## config.mk

```make
export PLATFORM = sky130hd
export DESIGN_NAME = kwu_top
export DESIGN_NICKNAME = d
export VERILOG_FILES = /design/src/kwu_pkg.sv /design/src/kwu_filt_if.sv /design/src/kwu_vote_filter.sv /design/src/kwu_top.sv
export SDC_FILE = /design/constraint.sdc
export NUM_CORES = 1
export LEC_CHECK = 0
export BUFFER_PORTS_ARGS = -buffer_cell sky130_fd_sc_hd__buf_2
export CAP_MARGIN = 20
export CORE_ASPECT_RATIO = 1.75
export CORE_MARGIN = 2
export CORE_UTILIZATION = 25
export DETAILED_ROUTE_END_ITERATION = 6
export GPL_TIMING_DRIVEN = 1
export PLACE_DENSITY_LB_ADDON = 0.25
export REMOVE_ABC_BUFFERS = 1
export SLEW_MARGIN = 15
export SYNTH_ARGS = -nofsm -noshare
export SYNTH_HDL_FRONTEND = slang
export SYNTH_SLANG_ARGS = --single-unit
```

## constraint.sdc

```tcl
create_clock -name clk_sys -period 2.35 [get_ports clk_sys]
set_input_delay 0 -clock clk_sys [delete_from_list [all_inputs] [get_ports clk_sys]]
set_output_delay 0 -clock clk_sys [all_outputs]
set_load 0.01 [all_outputs]
```

## src/kwu_pkg.sv

```systemverilog
/*
  constants for the key wake-up edge flag block: register offsets, reset
  values and filter timing. assumes a 100 MHz system clock.
*/
package kwu_pkg;
  // register offsets on the 8-bit register port
  localparam logic [7:0] OFS_IRQ_EN_J   = 8'h2C; // wake_irq_enable_port_j
  localparam logic [7:0] OFS_IRQ_EN_H   = 8'h2D; // wake_irq_enable_port_h
  localparam logic [7:0] OFS_FLAGS_J    = 8'h2E; // wake_flags_port_j
  localparam logic [7:0] OFS_FLAGS_H    = 8'h2F; // wake_flags_port_h
  localparam logic [7:0] OFS_POLARITY_J = 8'h30; // edge_polarity_port_j
  localparam logic [7:0] OFS_POLARITY_H = 8'h31; // edge_polarity_port_h
  // reset values
  localparam logic [7:0] RST_IRQ_EN     = 8'h00;
  localparam logic [7:0] RST_FLAGS      = 8'h00;
  localparam logic [7:0] RST_POLARITY   = 8'h00;
  localparam logic [7:0] RD_UNMAPPED    = 8'h00;
  // clock and filter oscillator timing
  localparam int         CLK_PERIOD_NS  = 10;
  localparam int         FILT_OSC_NS    = 300; // filter oscillator period
  localparam int         FILT_PER_INT   = FILT_OSC_NS / CLK_PERIOD_NS;
  localparam logic [4:0] FILT_LAST      = 5'(FILT_PER_INT - 1);
  // three sample points, spread over one oscillator period
  localparam logic [4:0] FILT_SMP_A     = 5'(FILT_PER_INT / 6);
  localparam logic [4:0] FILT_SMP_B     = 5'(FILT_PER_INT / 2);
  localparam logic [4:0] FILT_SMP_C     = 5'((FILT_PER_INT * 5) / 6);
  localparam logic [1:0] FILT_VOTE_MIN  = 2'h2; // two of three samples
  // filter states
  typedef enum logic [1:0] {
    KWU_FLT_IDLE = 2'b01,
    KWU_FLT_RUN  = 2'b10
  } kwu_flt_state_e;
endpackage : kwu_pkg

```

## src/kwu_filt_if.sv

```systemverilog
/*
  carrier between the flag logic and the shared stop-mode glitch filter.
  assumes both ends run on clk_sys.
*/
`timescale 1ns/10ps
`default_nettype none
interface kwu_filt_if;
  logic trig;    // any enabled pin at its triggering level
  logic start;   // triggering edge seen while in stop
  logic valid;   // one-cycle pulse: majority vote accepted the level
  logic running; // filter oscillator is running
  modport ctl (output trig, output start, input valid, input running);
  modport flt (input trig, input start, output valid, output running);
endinterface : kwu_filt_if
`default_nettype wire

```

## src/kwu_vote_filter.sv

```systemverilog
/*
  shared glitch filter: an oscillator model and a three-sample majority
  vote. assumes trig is already synchronous to clk_sys.
*/
`timescale 1ns/10ps
`default_nettype none
module kwu_vote_filter (
  input  wire logic clk_sys,
  input  wire logic sys_rst,
  kwu_filt_if.flt   fi
);
  import kwu_pkg::*;

  kwu_flt_state_e state;     // idle or oscillating
  logic [4:0]     cnt;       // position inside the oscillator period
  logic [1:0]     votes;     // samples seen at triggering level
  logic           valid_q;   // accepted pulse
  wire            smp_pt   = (cnt == FILT_SMP_A) || (cnt == FILT_SMP_B)
                             || (cnt == FILT_SMP_C);
  wire            per_end  = (cnt == FILT_LAST);
  wire            smp_hit  = smp_pt && fi.trig;
  wire [1:0]      votes_n  = votes + {1'b0, smp_hit};
  wire            vote_ok  = votes_n >= FILT_VOTE_MIN;

  assign fi.valid   = valid_q;
  assign fi.running = (state == KWU_FLT_RUN);

  // oscillator sequencing; keeps running while each period votes valid
  always_ff @(posedge clk_sys) begin
    if (sys_rst) begin
      state   <= KWU_FLT_IDLE;
      cnt     <= 5'h00;
      votes   <= 2'h0;
      valid_q <= 1'b0;
    end else begin
      valid_q <= 1'b0;
      unique case (state)
        KWU_FLT_IDLE: begin
          cnt   <= 5'h00;
          votes <= 2'h0;
          if (fi.start) begin
            state <= KWU_FLT_RUN;
          end
        end
        KWU_FLT_RUN: begin
          if (per_end) begin
            cnt     <= 5'h00;
            votes   <= 2'h0;
            valid_q <= vote_ok;
            // a short gap between pulses is outvoted and never stops it
            if (!vote_ok) begin
              state <= KWU_FLT_IDLE;
            end
          end else begin
            cnt   <= cnt + 5'h01;
            votes <= votes_n;
          end
        end
      endcase
    end
  end
endmodule : kwu_vote_filter
`default_nettype wire

```

## src/kwu_top.sv

```systemverilog
/*
  key wake-up edge flags for two 8-bit ports, j and h, with a shared
  stop-mode glitch filter and one wake-up interrupt. assumes pins and
  register strobes are synchronous to clk_sys.
  // Overview of operation
  // active edge on pin sets its flag
  // writing one clears a flag, zero ignored
  // polarity 0: falling edge active, pull-up on
  // polarity 1: rising edge active, pull-down on
  // polarity change may itself set the flag
  // software sets polarity before clearing flags
  // flag and enable both set request interrupt
  // glitch filter only in stop, else bypassed
  // enabled triggering edge starts filter oscillator
  // two of three samples accept the level
  // one filter shared by all enabled pins
  // close pulses may merge into one
  // all sixteen pins share one interrupt
  // unclocked wake path from enabled pins in stop
  // works whether pin is input or output
  // synchronise pins, compare with previous sample
*/
// Implementation choice: strobed register access.
`timescale 1ns/10ps
`default_nettype none
module kwu_top (
  input  wire logic       clk_sys,
  input  wire logic       sys_rst,
  input  wire logic [7:0] reg_addr,
  input  wire logic [7:0] reg_wdata,
  input  wire logic       reg_wr,
  input  wire logic       reg_rd,
  output logic      [7:0] reg_rdata,
  input  wire logic [7:0] pin_j_in,
  input  wire logic [7:0] pin_h_in,
  input  wire logic       stop_mode,
  output logic            wake_irq,
  output logic            wake_async,
  output logic      [7:0] pull_up_en_j,
  output logic      [7:0] pull_up_en_h,
  output logic      [7:0] pull_dn_en_j,
  output logic      [7:0] pull_dn_en_h
);
  import kwu_pkg::*;

  kwu_filt_if fif ();                   // link to the shared filter

  logic [7:0] en_j;                     // wake_irq_enable_port_j
  logic [7:0] en_h;                     // wake_irq_enable_port_h
  logic [7:0] flags_j;                  // wake_flags_port_j
  logic [7:0] flags_h;                  // wake_flags_port_h
  logic [7:0] pol_j;                    // edge_polarity_port_j
  logic [7:0] pol_h;                    // edge_polarity_port_h
  logic [7:0] sy1_j;                    // synchroniser first stage
  logic [7:0] sy1_h;
  logic [7:0] sy2_j;                    // synchroniser second stage
  logic [7:0] sy2_h;
  logic [7:0] act_prev_j;               // previous triggering level
  logic [7:0] act_prev_h;
  logic       trig_prev;                // previous enabled trigger level
  logic [7:0] next_flags_j;
  logic [7:0] next_flags_h;

  // register port decode
  wire wr_ej  = reg_wr && (reg_addr == OFS_IRQ_EN_J);
  wire wr_eh  = reg_wr && (reg_addr == OFS_IRQ_EN_H);
  wire wr_ifj = reg_wr && (reg_addr == OFS_FLAGS_J);
  wire wr_ifh = reg_wr && (reg_addr == OFS_FLAGS_H);
  wire wr_pj  = reg_wr && (reg_addr == OFS_POLARITY_J);
  wire wr_ph  = reg_wr && (reg_addr == OFS_POLARITY_H);

  // a pin is at its triggering level when it matches the polarity bit;
  // direction is not looked at, so driven outputs still wake
  wire [7:0] act_j = ~(sy2_j ^ pol_j);
  wire [7:0] act_h = ~(sy2_h ^ pol_h);

  // edge = level became triggering since last sample; a polarity write
  // flips act and so may look like an edge
  wire [7:0] edge_j = act_j & ~act_prev_j;
  wire [7:0] edge_h = act_h & ~act_prev_h;

  // one trigger into the shared filter from all enabled pins
  wire       trig_any = |(act_j & en_j) | |(act_h & en_h);

  // outside stop edges set flags directly; in stop only the filter does
  wire [7:0] set_j = stop_mode ? (fif.valid ? (act_j & en_j) : 8'h00)
                               : edge_j;
  wire [7:0] set_h = stop_mode ? (fif.valid ? (act_h & en_h) : 8'h00)
                               : edge_h;

  // write-one-to-clear; a set in the same cycle wins over the clear
  wire [7:0] clr_j = wr_ifj ? reg_wdata : 8'h00;
  wire [7:0] clr_h = wr_ifh ? reg_wdata : 8'h00;
  assign next_flags_j = (flags_j & ~clr_j) | set_j;
  assign next_flags_h = (flags_h & ~clr_h) | set_h;

  // read data selection
  wire [7:0] rd_mux =
    (reg_addr == OFS_IRQ_EN_J)   ? en_j    :
    (reg_addr == OFS_IRQ_EN_H)   ? en_h    :
    (reg_addr == OFS_FLAGS_J)    ? flags_j :
    (reg_addr == OFS_FLAGS_H)    ? flags_h :
    (reg_addr == OFS_POLARITY_J) ? pol_j   :
    (reg_addr == OFS_POLARITY_H) ? pol_h   : RD_UNMAPPED;

  // filter hookup: start on a fresh enabled trigger while in stop
  assign fif.trig  = trig_any;
  assign fif.start = stop_mode && trig_any && !trig_prev;

  kwu_vote_filter u_filter (
    .clk_sys (clk_sys),
    .sys_rst (sys_rst),
    .fi      (fif)
  );

  // unclocked wake path: models the asynchronous route out of stop,
  // the only output that is not registered
  assign wake_async = stop_mode && trig_any;

  // pin synchroniser; first stage feeds only the second
  always_ff @(posedge clk_sys) begin
    if (sys_rst) begin
      sy1_j <= 8'h00;
      sy1_h <= 8'h00;
      sy2_j <= 8'h00;
      sy2_h <= 8'h00;
    end else begin
      sy1_j <= pin_j_in;
      sy1_h <= pin_h_in;
      sy2_j <= sy1_j;
      sy2_h <= sy1_h;
    end
  end

  // previous levels for edge detection; reset to triggering so that a
  // pin resting low with falling polarity gives no flag out of reset
  always_ff @(posedge clk_sys) begin
    if (sys_rst) begin
      act_prev_j <= 8'hFF;
      act_prev_h <= 8'hFF;
      trig_prev  <= 1'b0;
    end else begin
      act_prev_j <= act_j;
      act_prev_h <= act_h;
      trig_prev  <= trig_any;
    end
  end

  // configuration registers
  always_ff @(posedge clk_sys) begin
    if (sys_rst) begin
      en_j  <= RST_IRQ_EN;
      en_h  <= RST_IRQ_EN;
      pol_j <= RST_POLARITY;
      pol_h <= RST_POLARITY;
    end else begin
      if (wr_ej) en_j <= reg_wdata;
      if (wr_eh) en_h <= reg_wdata;
      if (wr_pj) pol_j <= reg_wdata;
      if (wr_ph) pol_h <= reg_wdata;
    end
  end

  // wake-up flags
  always_ff @(posedge clk_sys) begin
    if (sys_rst) begin
      flags_j <= RST_FLAGS;
      flags_h <= RST_FLAGS;
    end else begin
      flags_j <= next_flags_j;
      flags_h <= next_flags_h;
    end
  end

  // registered outputs: interrupt, pulls, read data
  always_ff @(posedge clk_sys) begin
    if (sys_rst) begin
      wake_irq     <= 1'b0;
      pull_up_en_j <= 8'hFF;
      pull_up_en_h <= 8'hFF;
      pull_dn_en_j <= 8'h00;
      pull_dn_en_h <= 8'h00;
      reg_rdata    <= RD_UNMAPPED;
    end else begin
      // sixteen sources, one request
      wake_irq     <= |(flags_j & en_j) | |(flags_h & en_h);
      pull_up_en_j <= ~pol_j;
      pull_up_en_h <= ~pol_h;
      pull_dn_en_j <= pol_j;
      pull_dn_en_h <= pol_h;
      reg_rdata    <= reg_rd ? rd_mux : RD_UNMAPPED;
    end
  end
endmodule : kwu_top
`default_nettype wire

```

==> impl_metrics.py, run 1 <==
metrics = {
    "final_layout": {
        "finalNetCount": 786,
        "drive_gt1_frac": 0.272,
        "finalNonFillerCells": 1053,
        "area_delta_synth_final_pct": 35.3,
        "fin_area_um2": 7620,
        "final-seq-area_um2": 2970,
        "post-route-util": 0.345,
        "multi_input_area_um2": 2480,
        "fillers": 2297,
        "num_antenna_cells": 0,
    },
    "critical_path": {
        "crit_path_start_kind": "flop",
        "rr_endpoint": "u_filter.state[0]",
        "cp.depth": 10,
        "reg2reg_depth": 10,
        "worst_setup_path_end_kind": "flop",
        "cp.required_ns": 2.67,
        "max_stage_delay_ns": 0.34,
        "critical_path.top_delay_family": "compound AO/OA/AOI/OAI gates",
        "r2r-start": "pol_h[6]",
        "crit_slowest_cell": "dfxtp_2",
        "r2r_slack_ns": 0.16,
        "worstPathCellList": "xor2_2, o22ai_1, a221o_1, nor3_2, nor2_1, ha_2, xnor2_2, a31oi_2, nand3b_1, a2bb2oi_2",
        "cp.buffers_inverters": 0,
        "critical_path_peak_fanout": 2,
        "crit_arrival_ns": 2.51,
        "path_class": "flop to flop",
    },
    "logic_synthesis": {
        "synth_cell_type_count": 48,
        "synth_compound_area_frac": 0.150,
        "synth_top_cell_by_area": "dfxtp_1",
        "ys_ff_latch": 148,
        "synth_warnings": 0,
        "synth_cells": 605,
        "synth.avg_cell_area_um2": 9.31,
        "synth_ff_type": "dfxtp_1",
        "netlist_top_cells_count": "dfxtp_1, nand2_1, nor2_1",
        "synth_mux_area_frac": 0.0142,
        "synth_top_family_by_area": "simple AND/OR/NAND/NOR gates",
        "synth_edf_count": 0,
        "yosys.area_share.simple": 0.220,
        "synth_xor_area_frac": 0.0296,
        "yosys.cell_count.top_type": "dfxtp_1",
        "synth_top_area_frac": 0.526,
        "yosysSeqAreaShare": 0.526,
        "synth_area_um2": 5630,
        "synth-async-reset-ratio": 0,
        "ys_top_cells_by_area": "dfxtp_1, nor2b_1, nand2_1",
        "synthAdderAreaFrac": 0.00889,
    },
    "floorplan": {
        "fp.dieW_um": 117,
        "die_height_um": 203,
        "start_util": 0.255,
        "core_area_um2": 22100,
        "ios": 79,
        "fp.dieArea_um2": 23800,
        "rows": 72,
    },
    "routing": {
        "route.met3.wl_um": 754,
        "wl_per_cell_um": 16.2,
        "num_vias": 4785,
        "drt_iter0_markers": 314,
        "drc": 0,
        "routed_wirelength_um": 17100,
        "met1_length_um": 6570,
        "top_layer": "met4",
        "ant_nets": 0,
        "met2_length_um": 8980,
        "vias_per_cell": 4.54,
        "first_pass_iters": 4,
    },
    "placement": {
        "port_buffers": 78,
        "placed_cells": 994,
        "hpwl_um": 11800,
        "gp_congestion": 0.819,
        "post_dp_cell_area_um2": 6640,
    },
    "clock_network": {
        "ctsLongestPathBuffers": 2,
        "post-cts-setup-buffers": 0,
        "root_buffer": "clkbuf_16",
        "insertion_delay_ns": 0.43,
        "cts_tree": "yes",
        "clock-sinks": 148,
        "clk_pin_slew_ns": 0.06,
        "cts_buffers": 17,
        "htreeDepth": 4,
    },
    "flow_run": {
        "cap_violations": 0,
    },
    "timing": {
        "slew-limit-headroom": 0.472,
        "setup_viol": 0,
        "period_share": 0.931,
        "finalCriticalPeriod_ns": 2.19,
        "skew_ns": 0.00636,
        "fin_setup_tns_ns": 0,
        "worstMarginPinSlew_ns": 0.791,
        "hold_ws_ns": 0.135,
        "slew_viol_final": 0,
        "hold_violations": 0,
        "fmax_mhz": 457,
        "rsz0062_at_grt": "no",
    },
    "power": {
        "p_leak_nw": 2.99,
        "ir_drop_uv": 288,
        "p_per_area_nw_per_um2": 743,
    },
    "grt": {
        "grt_pass1_vias": 4785,
        "antenna_found_initial": 0,
        "grt_pass1_wl_um": 26100,
        "grt_use_total": 0.146,
        "grt_start_max_net_pins": 64,
        "overflow": 0,
    },
    "status": {
        "status": "finished, final reports clean",
    },
    "worst_hold_path": {
        "hp-start": "reg_addr[0]",
        "hold_class": "primary input to flop",
        "hold_depth": 3,
        "hold_end": "reg_rdata[3]",
    },
}
cell type report:
| cell class | instances | share of cell area |
|---|---|---|
| clock inverters | 10 | 0.0171 |
| multi-input cells | 393 | 0.325 |
| clock buffers | 21 | 0.0617 |
| flip-flops and latches | 148 | 0.390 |
| inverters | 27 | 0.0133 |
| well taps | 296 | 0.0486 |
| repair buffers | 158 | 0.144 |
worst reg2reg max path, delay by kind of cell, from the launching register on:
| family | cells | cell delay, ns |
|---|---|---|
| compound gates | 4 | 0.76 |
| simple gates | 3 | 0.45 |
| xor+xnor | 2 | 0.35 |
| flops | 1 | 0.34 |
| fa+ha+maj | 1 | 0.18 |
power by group:
group / total (mW) / internal (mW) / switching, mW
sequential: 2.57 / 2.55 / 0.0183
clock: 2.77 / 1.74 / 1.04
combinational: 0.320 / 0.139 / 0.182
sequential cells by signal, indices dropped and copies added, names as in the netlist, 2 cells and up:
signal,count
act_prev_j,8
pull_dn_en_h,8
flags_h,8
act_prev_h,8
sy1_j,8
en_j,8
pull_up_en_h,8
sy2_j,8
reg_rdata,8
u_filter.votes,2
flags_j,8
pull_up_en_j,8
u_filter.state,2
u_filter.cnt,5
en_h,8
sy1_h,8
pol_h,8
sy2_h,8
pull_dn_en_j,8
pol_j,8
worst max path at each step:
stage | slack, ns | startpoint | to
2_1_floorplan | 0.01 | pol_h[4] | u_filter.state[0]
3_3_place_gp | 0.01 | pol_h[0] | u_filter.state[0]
3_5_place_dp | -0.008 | pol_h[0] | u_filter.state[0]
4_1_cts | 0.03 | pol_h[0] | u_filter.state[0]
5_1_grt | 0.03 | pol_h[6] | u_filter.state[0]
6_report | 0.16 | pol_h[6] | u_filter.state[0]
through the flow:
stage	worst slack [ns]	power [mW]
CTS	0.0264	5.72
global placement	0.0129	2.91
finish	0.163	5.66
floorplan	0.0148	2.73
global route	0.0285	5.86
detailed placement	-0.00764	2.91
cell families (layout without fill, tap and decap cells):
kind of cell	count (synthesis)	count (layout)
muxes	8	8
AOI/OAI and AO/OA	124	124
and+or+nand+nor	238	238
buffers and inverters	64	216
adders and majority gates	4	4
DFF	148	148
xor gates and xnor gates	19	19
layout by cell type (no fill, tap or decap), types with 5 or more instances in the layout:
cell	n
dfxtp_1	145
buf_2	77
nand2_1	67
nor2_1	52
buf_4	50
nor2b_1	49
a21oi_1	43
dlygate4sd3_1	28
inv_1	26
nand3_1	23
clkbuf_16	17
o21ai_0	13
nand2b_1	11
o22ai_1	10
or2_2	10
xnor2_1	9
nand4_1	9
mux2i_1	8
a222oi_1	8
a22oi_1	7
a211oi_1	7
a21bo_2	6
a22o_1	6
xor2_2	5
a31oi_1	5
a22o_2	5
clkinv_2	5
per-layer routing:
metal  vias to the layer above  track usage
met5                         -            0
met4                         0       0.0899
met3                        44       0.0337
met2                       130        0.260
met1                      2275        0.155
li1                       2336            -
repair_timing:
action,CTS,global route
endpoints found under the setup margin,1,3
pin swaps,0,11
endpoints found under the hold margin,70,0
hold buffers,28,0
resized for setup,1,18
(Power assumes the default switching activity.)
==> run 2, diff against run 1 <==
--- a/config.mk
+++ b/config.mk
@@ -9,7 +9,7 @@
 export CAP_MARGIN = 20
 export CORE_ASPECT_RATIO = 1.75
 export CORE_MARGIN = 2
-export CORE_UTILIZATION = 25
+export CORE_UTILIZATION = 51
 export DETAILED_ROUTE_END_ITERATION = 6
 export GPL_TIMING_DRIVEN = 1
 export PLACE_DENSITY_LB_ADDON = 0.25
@@ -17,4 +17,5 @@
 export SLEW_MARGIN = 15
 export SYNTH_ARGS = -nofsm -noshare
 export SYNTH_HDL_FRONTEND = slang
+export SYNTH_HIERARCHICAL = 1
 export SYNTH_SLANG_ARGS = --single-unit
==> run 2 against run 1 <==
  * Total power shrank 2.4%
  * Cell area shrank 9.2%
  * Die area shrank 51%
  * Worst setup slack lost 0.017 ns
  * Area after synthesis shrank 2.5%
  * Highest routed layer unchanged
  * Final cell count shrank 25%
  * Flip-flop and latch count is the same
  * Global-route usage grew 9.5 points
  * Utilization grew 31 points
  * Largest power group unchanged
==> impl_metrics.py, run 2 <==
metrics = {
    "status": {
        "status": "finished, final reports clean",
    },
    "critical_path": {
        "reg2reg_depth": 10,
        "rr_endpoint": "u_filter/state[0]",
        "critical_path_peak_fanout": 4,
        "worstPathCellList": "xor2_1, o22ai_1, nor2_1, and4_1, inv_1, o31a_1, ha_1, xnor2_1, nor3b_1, or3_1",
        "cp.required_ns": 2.65,
        "crit_slowest_cell": "dfxtp_1",
        "startpoint": "pol_j[6]",
        "critPathCapture": "u_filter/state[0]",
        "max_stage_delay_ns": 0.38,
        "crit_path_start_kind": "flop",
        "worst_setup_path_end_kind": "flop",
        "crit_arrival_ns": 2.50,
        "r2r_slack_ns": 0.15,
        "r2r-start": "pol_j[6]",
        "path_class": "flop to flop",
    },
    "power": {
        "p_seq_frac": 0.466,
        "intPower_mw": 4.35,
        "p_per_area_nw_per_um2": 799,
        "p_leak_nw": 2.77,
        "switchingPower_mw": 1.18,
        "power_mw": 5.53,
        "p_clk_frac": 0.492,
        "p_sw_frac": 0.213,
        "combinationalPowerShare": 0.042,
        "ir_drop_uv": 628,
    },
    "timing": {
        "fmax_mhz": 454,
        "slew-limit-headroom": 0.509,
        "slew_viol_final": 0,
        "fin_ws_ns": 0.146,
        "period_share": 0.938,
        "hold_ws_ns": 0.0380,
        "skew_ns": 0.00462,
        "setup_viol": 0,
        "hold_violations": 0,
        "finalCriticalPeriod_ns": 2.20,
        "worstMarginPinSlew_ns": 0.736,
        "fin_setup_tns_ns": 0,
    },
    "clock_network": {
        "insertion_delay_ns": 0.42,
        "clock-sinks": 148,
        "clk_pin_slew_ns": 0.06,
        "ctsLongestPathBuffers": 2,
        "cts_buffers": 17,
        "htreeDepth": 4,
        "cts_tree": "yes",
        "post-cts-setup-buffers": 0,
        "root_buffer": "clkbuf_16",
    },
    "final_layout": {
        "finalNetCount": 692,
        "final_common_cell": "dfxtp_1",
        "area_delta_synth_final_pct": 26.0,
        "multi_input_area_um2": 2310,
        "final_cell_mix": "dfxtp_1, buf_2, nor2_1, nor2b_1, nand2_1",
        "post-route-util": 0.655,
        "drive_gt1_frac": 0.233,
        "fillers": 858,
        "final-seq-area_um2": 2970,
        "num_antenna_cells": 0,
    },
    "logic_synthesis": {
        "synth_area_um2": 5490,
        "synth_cells": 547,
        "synth_warnings": 6,
        "synth.avg_cell_area_um2": 10.0,
    },
    "routing": {
        "wl_per_cell_um": 16.5,
        "drc": 0,
        "first_pass_iters": 5,
        "num_vias": 4228,
        "drt_iter0_markers": 370,
        "vias_per_cell": 5.32,
        "ant_nets": 0,
        "routed_wirelength_um": 13100,
    },
    "floorplan": {
        "die_height_um": 141,
        "rows": 50,
        "fp.dieArea_um2": 11600,
        "ios": 79,
        "start_util": 0.519,
        "fp.dieW_um": 82.4,
        "core_area_um2": 10600,
    },
    "grt": {
        "grt_use_total": 0.241,
        "grt_start_max_net_pins": 53,
        "grt_pass1_vias": 4249,
        "grt_pass1_wl_um": 20900,
        "antenna_found_initial": 0,
        "overflow": 0,
    },
    "placement": {
        "dp_worst_setup_slack_ns": 0.107,
        "port_buffers": 78,
        "hpwl_um": 8760,
        "gp_congestion": 0.877,
    },
    "worst_hold_path": {
        "hold_class": "primary input to flop",
    },
    "flow_run": {
        "cap_violations": 0,
    },
}
## run 2: worst min-delay path by stage
| stage | from | to | slack [ns] | depth (start not counted) |
|---|---|---|---|---|
| floorplan | sys_rst | pol_j[0] | 0.07 | 1 |
| global placement | pin_j_in[1] | sy1_j[1] | 0.21 | 2 |
| detailed placement | pin_h_in[0] | sy1_h[0] | 0.21 | 2 |
| CTS | reg_addr[4] | reg_rdata[4] | 0.04 | 4 |
| global route | sys_rst | en_j[2] | 0.09 | 2 |
| finish | reg_addr[4] | reg_rdata[4] | 0.04 | 4 |
## run 2: layout make-up
class                           count  area share
Sequential cell                   148       0.428
Clock inverter                     13      0.0230
Timing Repair Buffer              114       0.105
Inverter                           41      0.0222
Clock buffer                       19      0.0640
Multi-Input combinational cell    329       0.334
Tap cell                          130      0.0235
## run 2: per-layer routing
| layer | up-vias | global-route usage | share of wire |
|---|---|---|---|
| met5 | - | 0 | 0 |
| met4 | 0 | 0.126 | 0.030 |
| met3 | 28 | 0.0579 | 0.074 |
| met2 | 156 | 0.407 | 0.53 |
| met1 | 2005 | 0.273 | 0.36 |
| li1 | 2039 | - | - |
## run 2: power by group through the flow
stage               sequential (mW)  combinational, mW  clock, mW
detailed placement             2.63              0.202          0
floorplan                      2.62             0.0799          0
CTS                            2.57              0.234       2.76
global route                   2.58              0.257       2.87
global placement               2.63              0.198          0
finish                         2.57              0.235       2.72
## run 2: critical path, delay by kind of cell, from the launching register on
family	cells	cell delay [ns]
flip-flops	1	0.38
adder cells (fa/ha/maj)	1	0.19
buffers and inverters	1	0.05
AO/OA/AOI/OAI	2	0.22
AND/OR/NAND/NOR	4	0.81
XOR/XNOR	2	0.44
## run 2: repair_timing
| item | in CTS | in global routing |
|---|---|---|
| hold buffers | 24 | 0 |
| setup endpoints to repair | 0 | 2 |
| resized for setup | 0 | 13 |
| hold endpoints to repair | 63 | 0 |
## run 2: metrics by stage
| step | cells | instance area, µm² |
|---|---|---|
| global placement | 738 | 5990 |
| finish | 794 | 6920 |
| detailed placement | 738 | 5990 |
| global route | 794 | 6920 |
| floorplan | 518 | 5350 |
| CTS | 794 | 6840 |
